File: src/logic/poisc_defs.svh
// Constants of the pressure output interpolation and scaling stage.
// Assumes the chain codes arrive in the 16-bit register formats.
//
// Notes on behaviour
// - Sixteen interpolated values are produced for each new chain result.
// - Each chain result serves as endpoint at once, then as start point one sample later.
// - Output runs between the two latest results: one sample latency.
// - Step zero is previous result (new result after reset); step i adds remainder over 16-(i-1).
// - Absolute 16-bit code: 28672 at 0 kPa, 57.5 LSB per kPa.
// - Absolute 12-bit code: zero offset, 28.75 LSB per kPa.
// - Absolute 10-bit code: zero offset, 7.188 LSB per kPa.
// - Zero calibration value uses zero offset and 57.5 LSB per kPa.
// - Nominal scaling holds only at zero calibration; nonzero shifts outputs.
// - Relative 16-bit code: 30144 at constant pressure, 240 LSB per percent.
// - Relative 12-bit code: 736 at constant pressure, 120 LSB per percent.
// - Temperature: 68 at 0 C, 1/C in 8 bits; 17408, 256/C in 16 bits.
// - Temperature: 1088 at 16/C, 272 at 4/C, PSI5 -27 at 1/C.
`ifndef POISC_DEFS_SVH
`define POISC_DEFS_SVH

// ****************************************************************
// Interpolation timing
// ****************************************************************
`define POISC_STEPS          16
`define POISC_CLK_NS         40
`define POISC_SAMPLE_NS      384000
`define POISC_STEP_CYCLES    (`POISC_SAMPLE_NS / `POISC_CLK_NS / `POISC_STEPS)

// ****************************************************************
// Offsets at zero (20-bit signed working width)
// ****************************************************************
`define POISC_ABS16_OFF      20'sh07000
`define POISC_REL16_OFF      20'sh075C0
`define POISC_REL12_OFF      20'sh002E0
`define POISC_REL10_OFF      20'sh000B8
`define POISC_RELP_OFF       (-20'sh00148)
`define POISC_T16_OFF        20'sh04400
`define POISC_T8_OFF         20'sh00044
`define POISC_T12_OFF        20'sh00440
`define POISC_T10_OFF        20'sh00110
`define POISC_TP_OFF         (-20'sh0001B)

// ****************************************************************
// Sensitivity ratios as right shifts from the 16-bit formats
// ****************************************************************
`define POISC_SH_HALF        1
`define POISC_SH_EIGHTH      3
`define POISC_SH_T8          8
`define POISC_SH_T12         4
`define POISC_SH_T10         6

`endif

File: src/logic/poisc_pkg.sv
// Types shared by the pressure output interpolation and scaling stage.
// Assumes the constants header is compiled alongside.
package poisc_pkg;

    typedef enum logic [0:0] {
        POISC_IDLE = 1'b0,
        POISC_RUN  = 1'b1
    } poisc_state_t;

    typedef logic signed [19:0] poisc_wide_t;

endpackage

File: src/logic/poisc_top.sv
// Interpolator and output scaler between the filter chain and the framer.
// Assumes chain codes and calibration come from logic on clk_i.
`timescale 1ns/10ps
`include "poisc_defs.svh"

module poisc_top
    import poisc_pkg::*;
#(
    parameter int STEP_CYCLES = `POISC_STEP_CYCLES
) (
    input  wire logic        clk_i,
    input  wire logic        rst_i,
    input  wire logic        sample_valid_i,
    input  wire logic [15:0] abs_chain_result_i,
    input  wire logic [15:0] rel_chain_result_i,
    input  wire logic [15:0] temp_chain_result_i,
    input  wire logic [15:0] cal_zero_i,
    input  wire logic        out_ready_i,
    output logic             out_valid_o,
    output logic [15:0]      abs16_o,
    output logic [11:0]      abs12_o,
    output logic [9:0]       abs10_o,
    output logic [15:0]      rel16_o,
    output logic [11:0]      rel12_o,
    output logic [9:0]       rel10_o,
    output logic [9:0]       rel_psi5_o,
    output logic [7:0]       temp8_o,
    output logic [15:0]      temp16_o,
    output logic [11:0]      temp12_o,
    output logic [9:0]       temp10_o,
    output logic [9:0]       temp_psi5_o
);

    localparam int WORD_W = 152;

    // The step timer is sixteen bits wide; refuse counts it cannot hold.
    if (STEP_CYCLES < 1 || STEP_CYCLES > 65535) begin : g_bad_step
        $error("STEP_CYCLES out of range");
    end

    // ****************************************************************
    // Step sequencing
    // ****************************************************************
    poisc_state_t state_ff;
    logic [15:0]  step_cnt_ff;
    logic [3:0]   step_idx_ff;
    logic         emit_ff;
    logic         push;
    logic         in_ready;
    logic         step_fire;

    // A step waits for the previous word to enter the buffer, so a stall
    // at the receiver slows the steps instead of dropping words.
    assign step_fire = (state_ff == POISC_RUN) && !emit_ff
                       && (step_cnt_ff == 16'(STEP_CYCLES - 1))
                       && (step_idx_ff != 4'hF);

    always_ff @(posedge clk_i or posedge rst_i) begin
        if (rst_i) begin
            state_ff <= POISC_IDLE;
        end else if (sample_valid_i) begin
            state_ff <= POISC_RUN;
        end
    end

    always_ff @(posedge clk_i or posedge rst_i) begin
        if (rst_i) begin
            step_cnt_ff <= 16'h0000;
        end else if (sample_valid_i || step_fire) begin
            step_cnt_ff <= 16'h0000;
        end else if (step_cnt_ff != 16'(STEP_CYCLES - 1)) begin
            // The timer parks at its terminal count while a word waits.
            step_cnt_ff <= step_cnt_ff + 16'h0001;
        end
    end

    always_ff @(posedge clk_i or posedge rst_i) begin
        if (rst_i) begin
            step_idx_ff <= 4'h0;
        end else if (sample_valid_i) begin
            step_idx_ff <= 4'h0;
        end else if (step_fire) begin
            step_idx_ff <= step_idx_ff + 4'h1;
        end
    end

    always_ff @(posedge clk_i or posedge rst_i) begin
        if (rst_i) begin
            emit_ff <= 1'b0;
        end else if (sample_valid_i || step_fire) begin
            emit_ff <= 1'b1;
        end else if (push) begin
            emit_ff <= 1'b0;
        end
    end

    // ****************************************************************
    // Interpolation, pressure channels 0 absolute and 1 relative
    // ****************************************************************
    logic [15:0] chain_in [2];
    logic [15:0] interp_out [2];

    assign chain_in[0] = abs_chain_result_i;
    assign chain_in[1] = rel_chain_result_i;

    for (genvar c = 0; c < 2; c++) begin : g_chan
        logic [15:0]       cur_ff;
        logic [15:0]       interp_ff;
        logic signed [17:0] diff;
        logic signed [17:0] quot;
        logic [4:0]        divisor;

        // Step i divides by 16-(i-1); step_idx_ff holds i-1 here.
        // A full divider per channel is spent so that every step is exact.
        assign divisor = 5'(`POISC_STEPS) - {1'b0, step_idx_ff};
        assign diff    = $signed({2'b00, cur_ff})
                         - $signed({2'b00, interp_ff});
        assign quot    = diff / $signed({13'h0000, divisor});

        always_ff @(posedge clk_i or posedge rst_i) begin
            if (rst_i) begin
                cur_ff    <= 16'h0000;
                interp_ff <= 16'h0000;
            end else if (sample_valid_i) begin
                // The fresh result becomes the target; output starts from the prior one,
                // giving one sample of latency, or from the fresh one when idle after reset.
                cur_ff <= chain_in[c];
                if (state_ff == POISC_IDLE) begin
                    interp_ff <= chain_in[c];
                end else begin
                    interp_ff <= cur_ff;
                end
            end else if (step_fire) begin
                interp_ff <= 16'(interp_ff + quot[15:0]);
            end
        end

        assign interp_out[c] = interp_ff;
    end

    // Temperature moves slowly, so it is held per sample, not interpolated.
    logic [15:0] temp_hold_ff;

    always_ff @(posedge clk_i or posedge rst_i) begin
        if (rst_i) begin
            temp_hold_ff <= 16'h0000;
        end else if (sample_valid_i) begin
            temp_hold_ff <= temp_chain_result_i;
        end
    end

    // ****************************************************************
    // Output scaling
    // ****************************************************************
    function automatic logic [15:0] clamp_u(input poisc_wide_t v,
                                            input int bits);
        poisc_wide_t hi;
        hi = poisc_wide_t'((1 << bits) - 1);
        if (v < 0) begin
            clamp_u = 16'h0000;
        end else if (v > hi) begin
            clamp_u = hi[15:0];
        end else begin
            clamp_u = v[15:0];
        end
    endfunction

    function automatic logic [9:0] clamp_s10(input poisc_wide_t v);
        if (v < -20'sh00200) begin
            clamp_s10 = 10'h200;
        end else if (v > 20'sh001FF) begin
            clamp_s10 = 10'h1FF;
        end else begin
            clamp_s10 = v[9:0];
        end
    endfunction

    poisc_wide_t abs_code;
    poisc_wide_t abs_d;
    poisc_wide_t rel_d;
    poisc_wide_t tmp_d;
    logic [WORD_W-1:0] word;

    // The zero calibration is a 57.5 LSB/kPa code without offset and is
    // subtracted as is; nominal figures hold only when it is zero.
    assign abs_code = $signed({4'h0, interp_out[0]})
                      - $signed({4'h0, cal_zero_i});
    assign abs_d    = abs_code - `POISC_ABS16_OFF;
    assign rel_d    = $signed({4'h0, interp_out[1]}) - `POISC_REL16_OFF;
    assign tmp_d    = $signed({4'h0, temp_hold_ff}) - `POISC_T16_OFF;

    // Codes outside a field's range saturate rather than wrap, so a frame
    // never reports a pressure on the far side of the scale.
    always_comb begin
        word = '0;
        word[151:136] = clamp_u(abs_code, 16);
        word[135:124] = 12'(clamp_u(abs_d >>> `POISC_SH_HALF, 12));
        word[123:114] = 10'(clamp_u(abs_d >>> `POISC_SH_EIGHTH, 10));
        word[113:98]  = interp_out[1];
        word[97:86]   = 12'(clamp_u((rel_d >>> `POISC_SH_HALF)
                                    + `POISC_REL12_OFF, 12));
        word[85:76]   = 10'(clamp_u((rel_d >>> `POISC_SH_EIGHTH)
                                    + `POISC_REL10_OFF, 10));
        word[75:66]   = clamp_s10((rel_d >>> `POISC_SH_EIGHTH)
                                  + `POISC_RELP_OFF);
        word[65:58]   = 8'(clamp_u((tmp_d >>> `POISC_SH_T8)
                                   + `POISC_T8_OFF, 8));
        word[57:42]   = temp_hold_ff;
        word[41:30]   = 12'(clamp_u((tmp_d >>> `POISC_SH_T12)
                                    + `POISC_T12_OFF, 12));
        word[29:20]   = 10'(clamp_u((tmp_d >>> `POISC_SH_T10)
                                    + `POISC_T10_OFF, 10));
        word[19:10]   = clamp_s10((tmp_d >>> `POISC_SH_T8)
                                  + `POISC_TP_OFF);
    end

    // ****************************************************************
    // Two-entry output buffer
    // ****************************************************************
    logic [WORD_W-1:0] head_ff;
    logic [WORD_W-1:0] spare_ff;
    logic              head_v_ff;
    logic              spare_v_ff;
    logic              pop;

    assign in_ready = !spare_v_ff;
    assign push     = emit_ff && in_ready && !sample_valid_i && !step_fire;
    assign pop      = head_v_ff && out_ready_i;

    // The head always refills from the spare first, so words keep their
    // order; the spare only fills while the head is held by the receiver.
    always_ff @(posedge clk_i or posedge rst_i) begin
        if (rst_i) begin
            head_v_ff  <= 1'b0;
            spare_v_ff <= 1'b0;
        end else if (pop || !head_v_ff) begin
            head_v_ff  <= spare_v_ff || push;
            spare_v_ff <= spare_v_ff && push;
        end else if (push) begin
            spare_v_ff <= 1'b1;
        end
    end

    always_ff @(posedge clk_i or posedge rst_i) begin
        if (rst_i) begin
            head_ff  <= '0;
            spare_ff <= '0;
        end else if (pop || !head_v_ff) begin
            if (spare_v_ff) begin
                head_ff <= spare_ff;
                if (push) begin
                    spare_ff <= word;
                end
            end else if (push) begin
                head_ff <= word;
            end
        end else if (push) begin
            spare_ff <= word;
        end
    end

    assign out_valid_o = head_v_ff;
    assign abs16_o     = head_ff[151:136];
    assign abs12_o     = head_ff[135:124];
    assign abs10_o     = head_ff[123:114];
    assign rel16_o     = head_ff[113:98];
    assign rel12_o     = head_ff[97:86];
    assign rel10_o     = head_ff[85:76];
    assign rel_psi5_o  = head_ff[75:66];
    assign temp8_o     = head_ff[65:58];
    assign temp16_o    = head_ff[57:42];
    assign temp12_o    = head_ff[41:30];
    assign temp10_o    = head_ff[29:20];
    assign temp_psi5_o = head_ff[19:10];

endmodule // poisc_top

File: config.mk
export PLATFORM = sky130hd
export DESIGN_NAME = poisc_top
export DESIGN_NICKNAME = d
export VERILOG_FILES = /design/src/logic/poisc_pkg.sv /design/src/logic/poisc_top.sv
export VERILOG_INCLUDE_DIRS = /design/src /design/src/logic
export SDC_FILE = /design/constraint.sdc
export NUM_CORES = 1
export LEC_CHECK = 0
export BUFFER_PORTS_ARGS = -buffer_cell sky130_fd_sc_hd__buf_2
export CORE_ASPECT_RATIO = 0.6
export CORE_MARGIN = 5
export CORE_UTILIZATION = 40
export DETAILED_ROUTE_END_ITERATION = 8
export PLACE_DENSITY = 0.69
export REMOVE_ABC_BUFFERS = 1
export SYNTH_ARGS = -nofsm -noshare
export SYNTH_HDL_FRONTEND = slang
export SYNTH_SLANG_ARGS = --single-unit
File: constraint.sdc
create_clock -name clk_i -period 39.9 [get_ports clk_i]
set_input_delay 5.985 -clock clk_i [delete_from_list [all_inputs] [get_ports clk_i]]
set_output_delay 5.985 -clock clk_i [all_outputs]
set_load 0.02 [all_outputs]
==> flow_summary.toml, run 1 <==
[status]
status = "finished clean"

[min_path]
min_path_cells = 2
min_path_type = "register to register"
min-delay-start = "head_ff[83]$_DFFE_PP0P_"
min_to = "head_ff[83]$_DFFE_PP0P_"

[routing]
antenna_left = 0
drt-total-wl_mm = 105
vias = 33228
dr.first_iter.drc_count = 3186
drt-wirelength-per-cell_um = 18.3
post_drt_via_cell_ratio = 5.76
drc_errors = 0
drt_pass1_iterations = 6

[job]
maxCapViolations = 0

[setup_path]
required_ps = 40340
cp_max_fo = 9
worstPathArrival_ps = 38220
worstSetupPathType = "register to register"
reg2regPathDepth = 215
worst_path_most_repeated_cell = "o21a_1"
end_kind = "register"
ff2ff_setup_slack_ps = 2120
cp_num_buf_inv = 12
worstSetupStartpointType = "register"
crit_family = "compound AO/OA/AOI/OAI gates"
slowest_delay_ps = 470
rr_startpoint = "g_chan[1].interp_ff[0]$_DFFE_PP0N_"
slowest_stage = "dfrtp_2"
worstReg2RegEnd = "g_chan[1].interp_ff[15]$_DFFE_PP0N_"

[yosys]
ys_seq_area_share_pct = 28.5
synth_common_cells = "nand2_1 (508), nor2_1 (452), dfrtp_1 (388), o21ai_0 (330), a21oi_1 (309)"
synth_seq_cells = 388
syn_inst = 4237
synth_area_leaders = "dfrtp_1 (29%), ha_1 (9.4%), nand2_1 (5.6%)"
yosysUniqueCellTypes = 121
syn_area_um2 = 34100
yosysTopAreaCell = "dfrtp_1"
yosysMostFrequentCell = "nand2_1"
synthFlopType = "dfrtp_1"
syn_area_per_cell_um2 = 8.04
yosysTopAreaCellShare_pct = 28.5
async_flop_share_pct = 100
yosys_warnings = 0
synth_edf_count = 0

[clock_tree]
cts_root_buf = "clkbuf_16"
cts_made_buffers = 34
clock_latency_ps = 550
cts_tree = "done"
clock-sinks = 388
clkTransAtPathRegs_ps = 90
clockBufferDepth = 3
htree_levels = 2

[sta]
setup-violations-final = 0
slew_headroom_pct = 28.3
holdWs_ps = 470
fin_crit_ps = 37780
max_freq_mhz = 26.5
final_hold_viol_count = 0
worst_slew_pin_slew_ps = 1070
fin_crit_sh_pct = 94.7
rsz0062_at_grt = "true"
skew_ps = 20.8
drv_slew = 0

[placement]
port_buffers = 210
hpwl_mm = 80.0
post-place-cells = 5672
post_dp_cell_area_um2 = 37900
place_congestion = 0.949

[final_layout]
fillCellCount = 8092
area_delta_synth_final_pct = 17.6
final_cells = 5768
drive_gt1_share_pct = 19.0
design_area_um2 = 40100
final_net_count = 4939

[floorplan]
start_util_pct = 40.6
die_w_um = 387
die_area_um2 = 91300
rows = 82
die_h_um = 236
coreArea_um2 = 83900
num_io_pins = 211

[grt]
track_usage_pct = 21.7
grt_pass1_wl_mm = 167
antenna_found_initial = 4
grt_max_degree = 191
overflow = 0
grt_pass1_vias = 30176
per-stage QoR:
stage                     setup WS (ps)  TNS (ps)  utilization [%]
after floorplan                    -426      -426                -
after global placement              341         0             45.1
after detailed placement          -1200     -3690             45.1
after CTS                          25.4         0             46.7
after global routing               -321      -813             47.7
final                              2120         0             47.7
cell type report:
class                      count  area, um2  area share, %
antenna                        3       7.51         0.0187
clock inverter                14        211          0.528
tap                         1134       1420           3.54
clock buffer                  44        970           2.42
timing repair buffer         500       3290           8.20
multi-input combinational   3533      23900           59.6
inverter                     152        578           1.44
sequential                   388       9720           24.3
worst register-to-register path, delay by kind of cell, from the launching register on:
kind                     cells  cell delay, ps
AO/OA/AOI/OAI              101           15780
flip-flops                   1             470
multiplexers                 5            1220
AND/OR/NAND/NOR             75           12230
buffers and inverters       12            1860
adder cells (fa/ha/maj)     21            5920
XOR/XNOR                     1             170
sequential cells by signal (all words and copies together), names as in the netlist:
name / cells
temp_hold_ff: 16
step_idx_ff: 4
step_cnt_ff: 16
out_valid_o: 1
g_chan.interp_ff: 32
head_ff: 142
emit_ff: 1
g_chan.cur_ff: 32
spare_ff: 142
state_ff: 1
spare_v_ff: 1
cell families (layout without fill, tap and decap cells):
group	after synthesis	in the layout	synth area share, %
AOI/OAI and AO/OA	1277	1277	24.5
xor gates and xnor gates	210	210	5.42
adders and majority gates	270	270	9.97
buffers and inverters	317	710	3.60
DFF	388	388	28.5
muxes	171	171	5.34
other	1	5	0.0110
and+or+nand+nor	1603	1603	22.6
worst max path at each step:
stage / from / end / slack [ps] / cells past startpoint
2_1_floorplan: g_chan[1].interp_ff[2]$_DFFE_PP0N_ / g_chan[1].interp_ff[15]$_DFFE_PP0N_ / -430 / 199
3_3_place_gp: g_chan[1].interp_ff[0]$_DFFE_PP0N_ / g_chan[1].interp_ff[15]$_DFFE_PP0N_ / 340 / 209
3_5_place_dp: g_chan[0].cur_ff[0]$_DFFE_PP0P_ / g_chan[0].interp_ff[15]$_DFFE_PP0N_ / -1200 / 187
4_1_cts: g_chan[0].cur_ff[0]$_DFFE_PP0P_ / g_chan[0].interp_ff[15]$_DFFE_PP0N_ / 30 / 186
5_1_grt: g_chan[1].cur_ff[0]$_DFFE_PP0P_ / g_chan[1].interp_ff[15]$_DFFE_PP0N_ / -320 / 217
6_report: g_chan[1].interp_ff[0]$_DFFE_PP0N_ / g_chan[1].interp_ff[15]$_DFFE_PP0N_ / 2120 / 215
cell usage in the layout (no fill, tap or decap), types with 25 or more instances in the layout:
cell type,count
nand2b_1,58
nor2_1,435
and3_1,27
inv_1,150
buf_4,283
mux2i_1,93
dfrtp_1,382
nand2_1,502
a21o_1,80
a31oi_1,29
a211oi_1,53
a21oi_1,271
nand4_1,25
xor2_1,66
buf_2,209
clkbuf_16,35
o21ai_0,307
nor3_1,138
o31ai_1,71
nand3_1,71
ha_1,255
mux2_2,68
o21a_1,106
a21oi_2,38
or3_1,43
xnor2_1,140
o21ai_1,28
o21bai_1,34
nor2b_1,67
and2_1,43
routing by layer:
metal	routed length (um)	vias to the layer above	GRT usage, %
met5	27	-	0
met4	1070	4	2.29
met3	9250	97	4.80
met2	41300	1186	29.7
met1	53600	15853	35.2
li1	-	16088	-
what timing repair did:
action,4_1_cts,5_1_grt
endpoints found under the setup margin,10,32
pin swaps,2,40
setup buffers,4,31
hold buffers,0,0
resized for setup,14,176
Power of run 1 is left out: the tool's default activity adds up to more than one toggle a clock period on the data nets, which glitch-free logic cannot reach.
==> run 2: changes to the inputs <==
--- a/config.mk
+++ b/config.mk
@@ -6,12 +6,13 @@
 export SDC_FILE = /design/constraint.sdc
 export NUM_CORES = 1
 export LEC_CHECK = 0
+export ABC_AREA = 1
 export BUFFER_PORTS_ARGS = -buffer_cell sky130_fd_sc_hd__buf_2
 export CORE_ASPECT_RATIO = 0.6
 export CORE_MARGIN = 5
 export CORE_UTILIZATION = 40
 export DETAILED_ROUTE_END_ITERATION = 8
-export PLACE_DENSITY = 0.69
+export PLACE_DENSITY = 0.68
 export REMOVE_ABC_BUFFERS = 1
 export SYNTH_ARGS = -nofsm -noshare
 export SYNTH_HDL_FRONTEND = slang
==> flow_summary.toml, run 2 <==
[grt]
grt_pass1_vias = 31565
grt_pass1_wl_mm = 173
grt_max_degree = 120
track_usage_pct = 21.5
overflow = 0
antenna_found_initial = 4

[job]
maxCapViolations = 0

[clock_tree]
clock-sinks = 388
htree_levels = 2
clkTransAtPathRegs_ps = 80
cts_root_buf = "clkbuf_16"
cts_made_buffers = 38
cts_tree = "done"
clockBufferDepth = 3
clock_latency_ps = 570
cts_hold_buf = 0

[final_layout]
final_cell_mix = "nand2_1 (1529), inv_1 (675), nor2_1 (426), o21ai_0 (395), dfrtp_1 (385)"
fillCellCount = 9160
final_net_count = 5856
top_regs = "head_ff x142, spare_ff x142"
fin_util_pct = 44.3
drive_gt1_share_pct = 13.4
area_delta_synth_final_pct = 9.78
layout_commonest_cell = "nand2_1"

[sta]
drv_slew = 0
max_freq_mhz = 27.5
worst_slew_pin_slew_ps = 1100
setup-violations-final = 0
fin_crit_ps = 36320
fin_ws_ps = 3580
slew_headroom_pct = 26.9
final_hold_viol_count = 0
tns_ps = 0
skew_ps = 35.2
fin_crit_sh_pct = 91.0

[routing]
drt-wirelength-per-cell_um = 15.9
vias = 35023
drt-total-wl_mm = 107
drt_pass1_iterations = 9
post_drt_via_cell_ratio = 5.17
dr.first_iter.drc_count = 3132
antenna_left = 0
drc_errors = 0

[setup_path]
required_ps = 40380
cp_num_buf_inv = 46
reg2regPathDepth = 231
worstSetupPathType = "register to register"
worstReg2RegEnd = "g_chan[1].interp_ff[15]$_DFFE_PP0N_"
rr_startpoint = "g_chan[1].interp_ff[9]$_DFFE_PP0N_"
worstSetupStartpointType = "register"
crit_family = "simple AND/OR/NAND/NOR gates"
worstPathArrival_ps = 36800
worst_path_most_repeated_cell = "nand2_1"
cp_max_fo = 24
ff2ff_setup_slack_ps = 3580
slowest_stage = "dfrtp_1"
end_kind = "register"
slowest_delay_ps = 480

[yosys]
yosysTopAreaCell = "dfrtp_1"
synth-compound-area-share_pct = 14.2
synth_common_cells = "nand2_1 (1531), inv_1 (681), nor2_1 (430), o21ai_0 (398), dfrtp_1 (388)"
syn_area_per_cell_um2 = 6.72
yosysUniqueCellTypes = 79
synth_edf_count = 0
async_flop_share_pct = 100
yosysTopAreaCellShare_pct = 26.8
synth_seq_cells = 388
synthFlopType = "dfrtp_1"
yosysMostFrequentCell = "nand2_1"
ys_seq_area_share_pct = 26.8
synth_area_leaders = "dfrtp_1 (27%), nand2_1 (16%), ha_1 (8.9%)"
synthSimpleGateAreaFrac_pct = 35.0
synthAdderAreaFrac_pct = 9.17
muxShareOfSynthArea_pct = 0
synth-xor-area-share_pct = 4.74
yosys_warnings = 0
syn_area_um2 = 36200
syn_inst = 5380
synth_top_family_by_area = "simple AND/OR/NAND/NOR gates"

[floorplan]
coreArea_um2 = 89700
rows = 85
num_io_pins = 211
die_h_um = 243
die_area_um2 = 96700
start_util_pct = 40.3
die_w_um = 398

[min_path]
min-delay-start = "head_ff[147]$_DFFE_PP0P_"
min_path_type = "register to register"
min_to = "head_ff[147]$_DFFE_PP0P_"
min_path_cells = 2

[placement]
place_congestion = 0.945
hpwl_mm = 82.8
port_buffers = 210
dp_slack_ps = 2020

[status]
status = "finished clean"
run 2: cell types whose count changed after synthesis, moves of 76 or more:
cell,previous run,this run
inv_1,152,681
mux2i_1,97,0
nand2_1,508,1531
nand2_2,0,78
nand3_1,74,247
nor2b_1,76,0
nor3_1,145,37
o21a_1,106,9
xnor2_1,142,54
run 2: cells by family (layout without fill, tap and decap cells):
logic type,count (synthesis),after routing
and+or+nand+nor,2716,2716
AOI/OAI and AO/OA,914,914
adders and majority gates,262,262
buffers and inverters,907,1080
DFF,388,388
other,1,4
xor gates and xnor gates,192,192
run 2: tightest hold or removal path: stages, from the launching register on:
cell and delay, ps:
dfrtp_1 330, nand2_1 50, nand2_1 50
run 2: layer usage:
metal	global-route usage (%)	wire [um]	vias up
met5	0	0	-
met4	2.97	1390	0
met3	4.19	9100	92
met2	29.4	41200	1141
met1	34.9	55700	16097
li1	-	-	17693
run 2: worst max-delay path by stage:
stage | start | to | depth (start not counted) | slack (ps)
detailed placement | g_chan[1].interp_ff[6]$_DFFE_PP0N_ | g_chan[1].interp_ff[15]$_DFFE_PP0N_ | 235 | 2020
global route | g_chan[1].interp_ff[9]$_DFFE_PP0N_ | g_chan[1].interp_ff[15]$_DFFE_PP0N_ | 240 | -30
finish | g_chan[1].interp_ff[9]$_DFFE_PP0N_ | g_chan[1].interp_ff[15]$_DFFE_PP0N_ | 231 | 3580
CTS | g_chan[1].interp_ff[9]$_DFFE_PP0N_ | g_chan[1].interp_ff[15]$_DFFE_PP0N_ | 236 | 1860
floorplan | g_chan[1].interp_ff[9]$_DFFE_PP0N_ | g_chan[1].interp_ff[15]$_DFFE_PP0N_ | 235 | 7810
global placement | g_chan[1].interp_ff[6]$_DFFE_PP0N_ | g_chan[1].interp_ff[15]$_DFFE_PP0N_ | 237 | 2510
run 2: what timing repair did:
item                                    in CTS  in global routing
endpoints found under the setup margin       0                 13
buffers inserted                             0                 16
resized for setup                            0                 28
run 2: through the flow:
step,cells,hold WS (ps),cell area [um2]
2_1_floorplan,5233,444,35400
3_3_place_gp,6688,454,38200
3_5_place_dp,6688,460,38200
4_1_cts,6756,477,39500
5_1_grt,6773,487,39700
6_report,6774,472,39700
run 2: layout make-up:
cell class | instances | area (um2) | share of cell area, %
multi-input combinational | 4086 | 22900 | 57.7
sequential | 388 | 9720 | 24.5
tap | 1218 | 1520 | 3.84
inverter | 759 | 2900 | 7.30
clock inverter | 16 | 226 | 0.570
timing repair buffer | 253 | 1380 | 3.48
antenna | 2 | 5.00 | 0.0126
clock buffer | 52 | 1040 | 2.63
Power of run 2 is left out for the same reason.
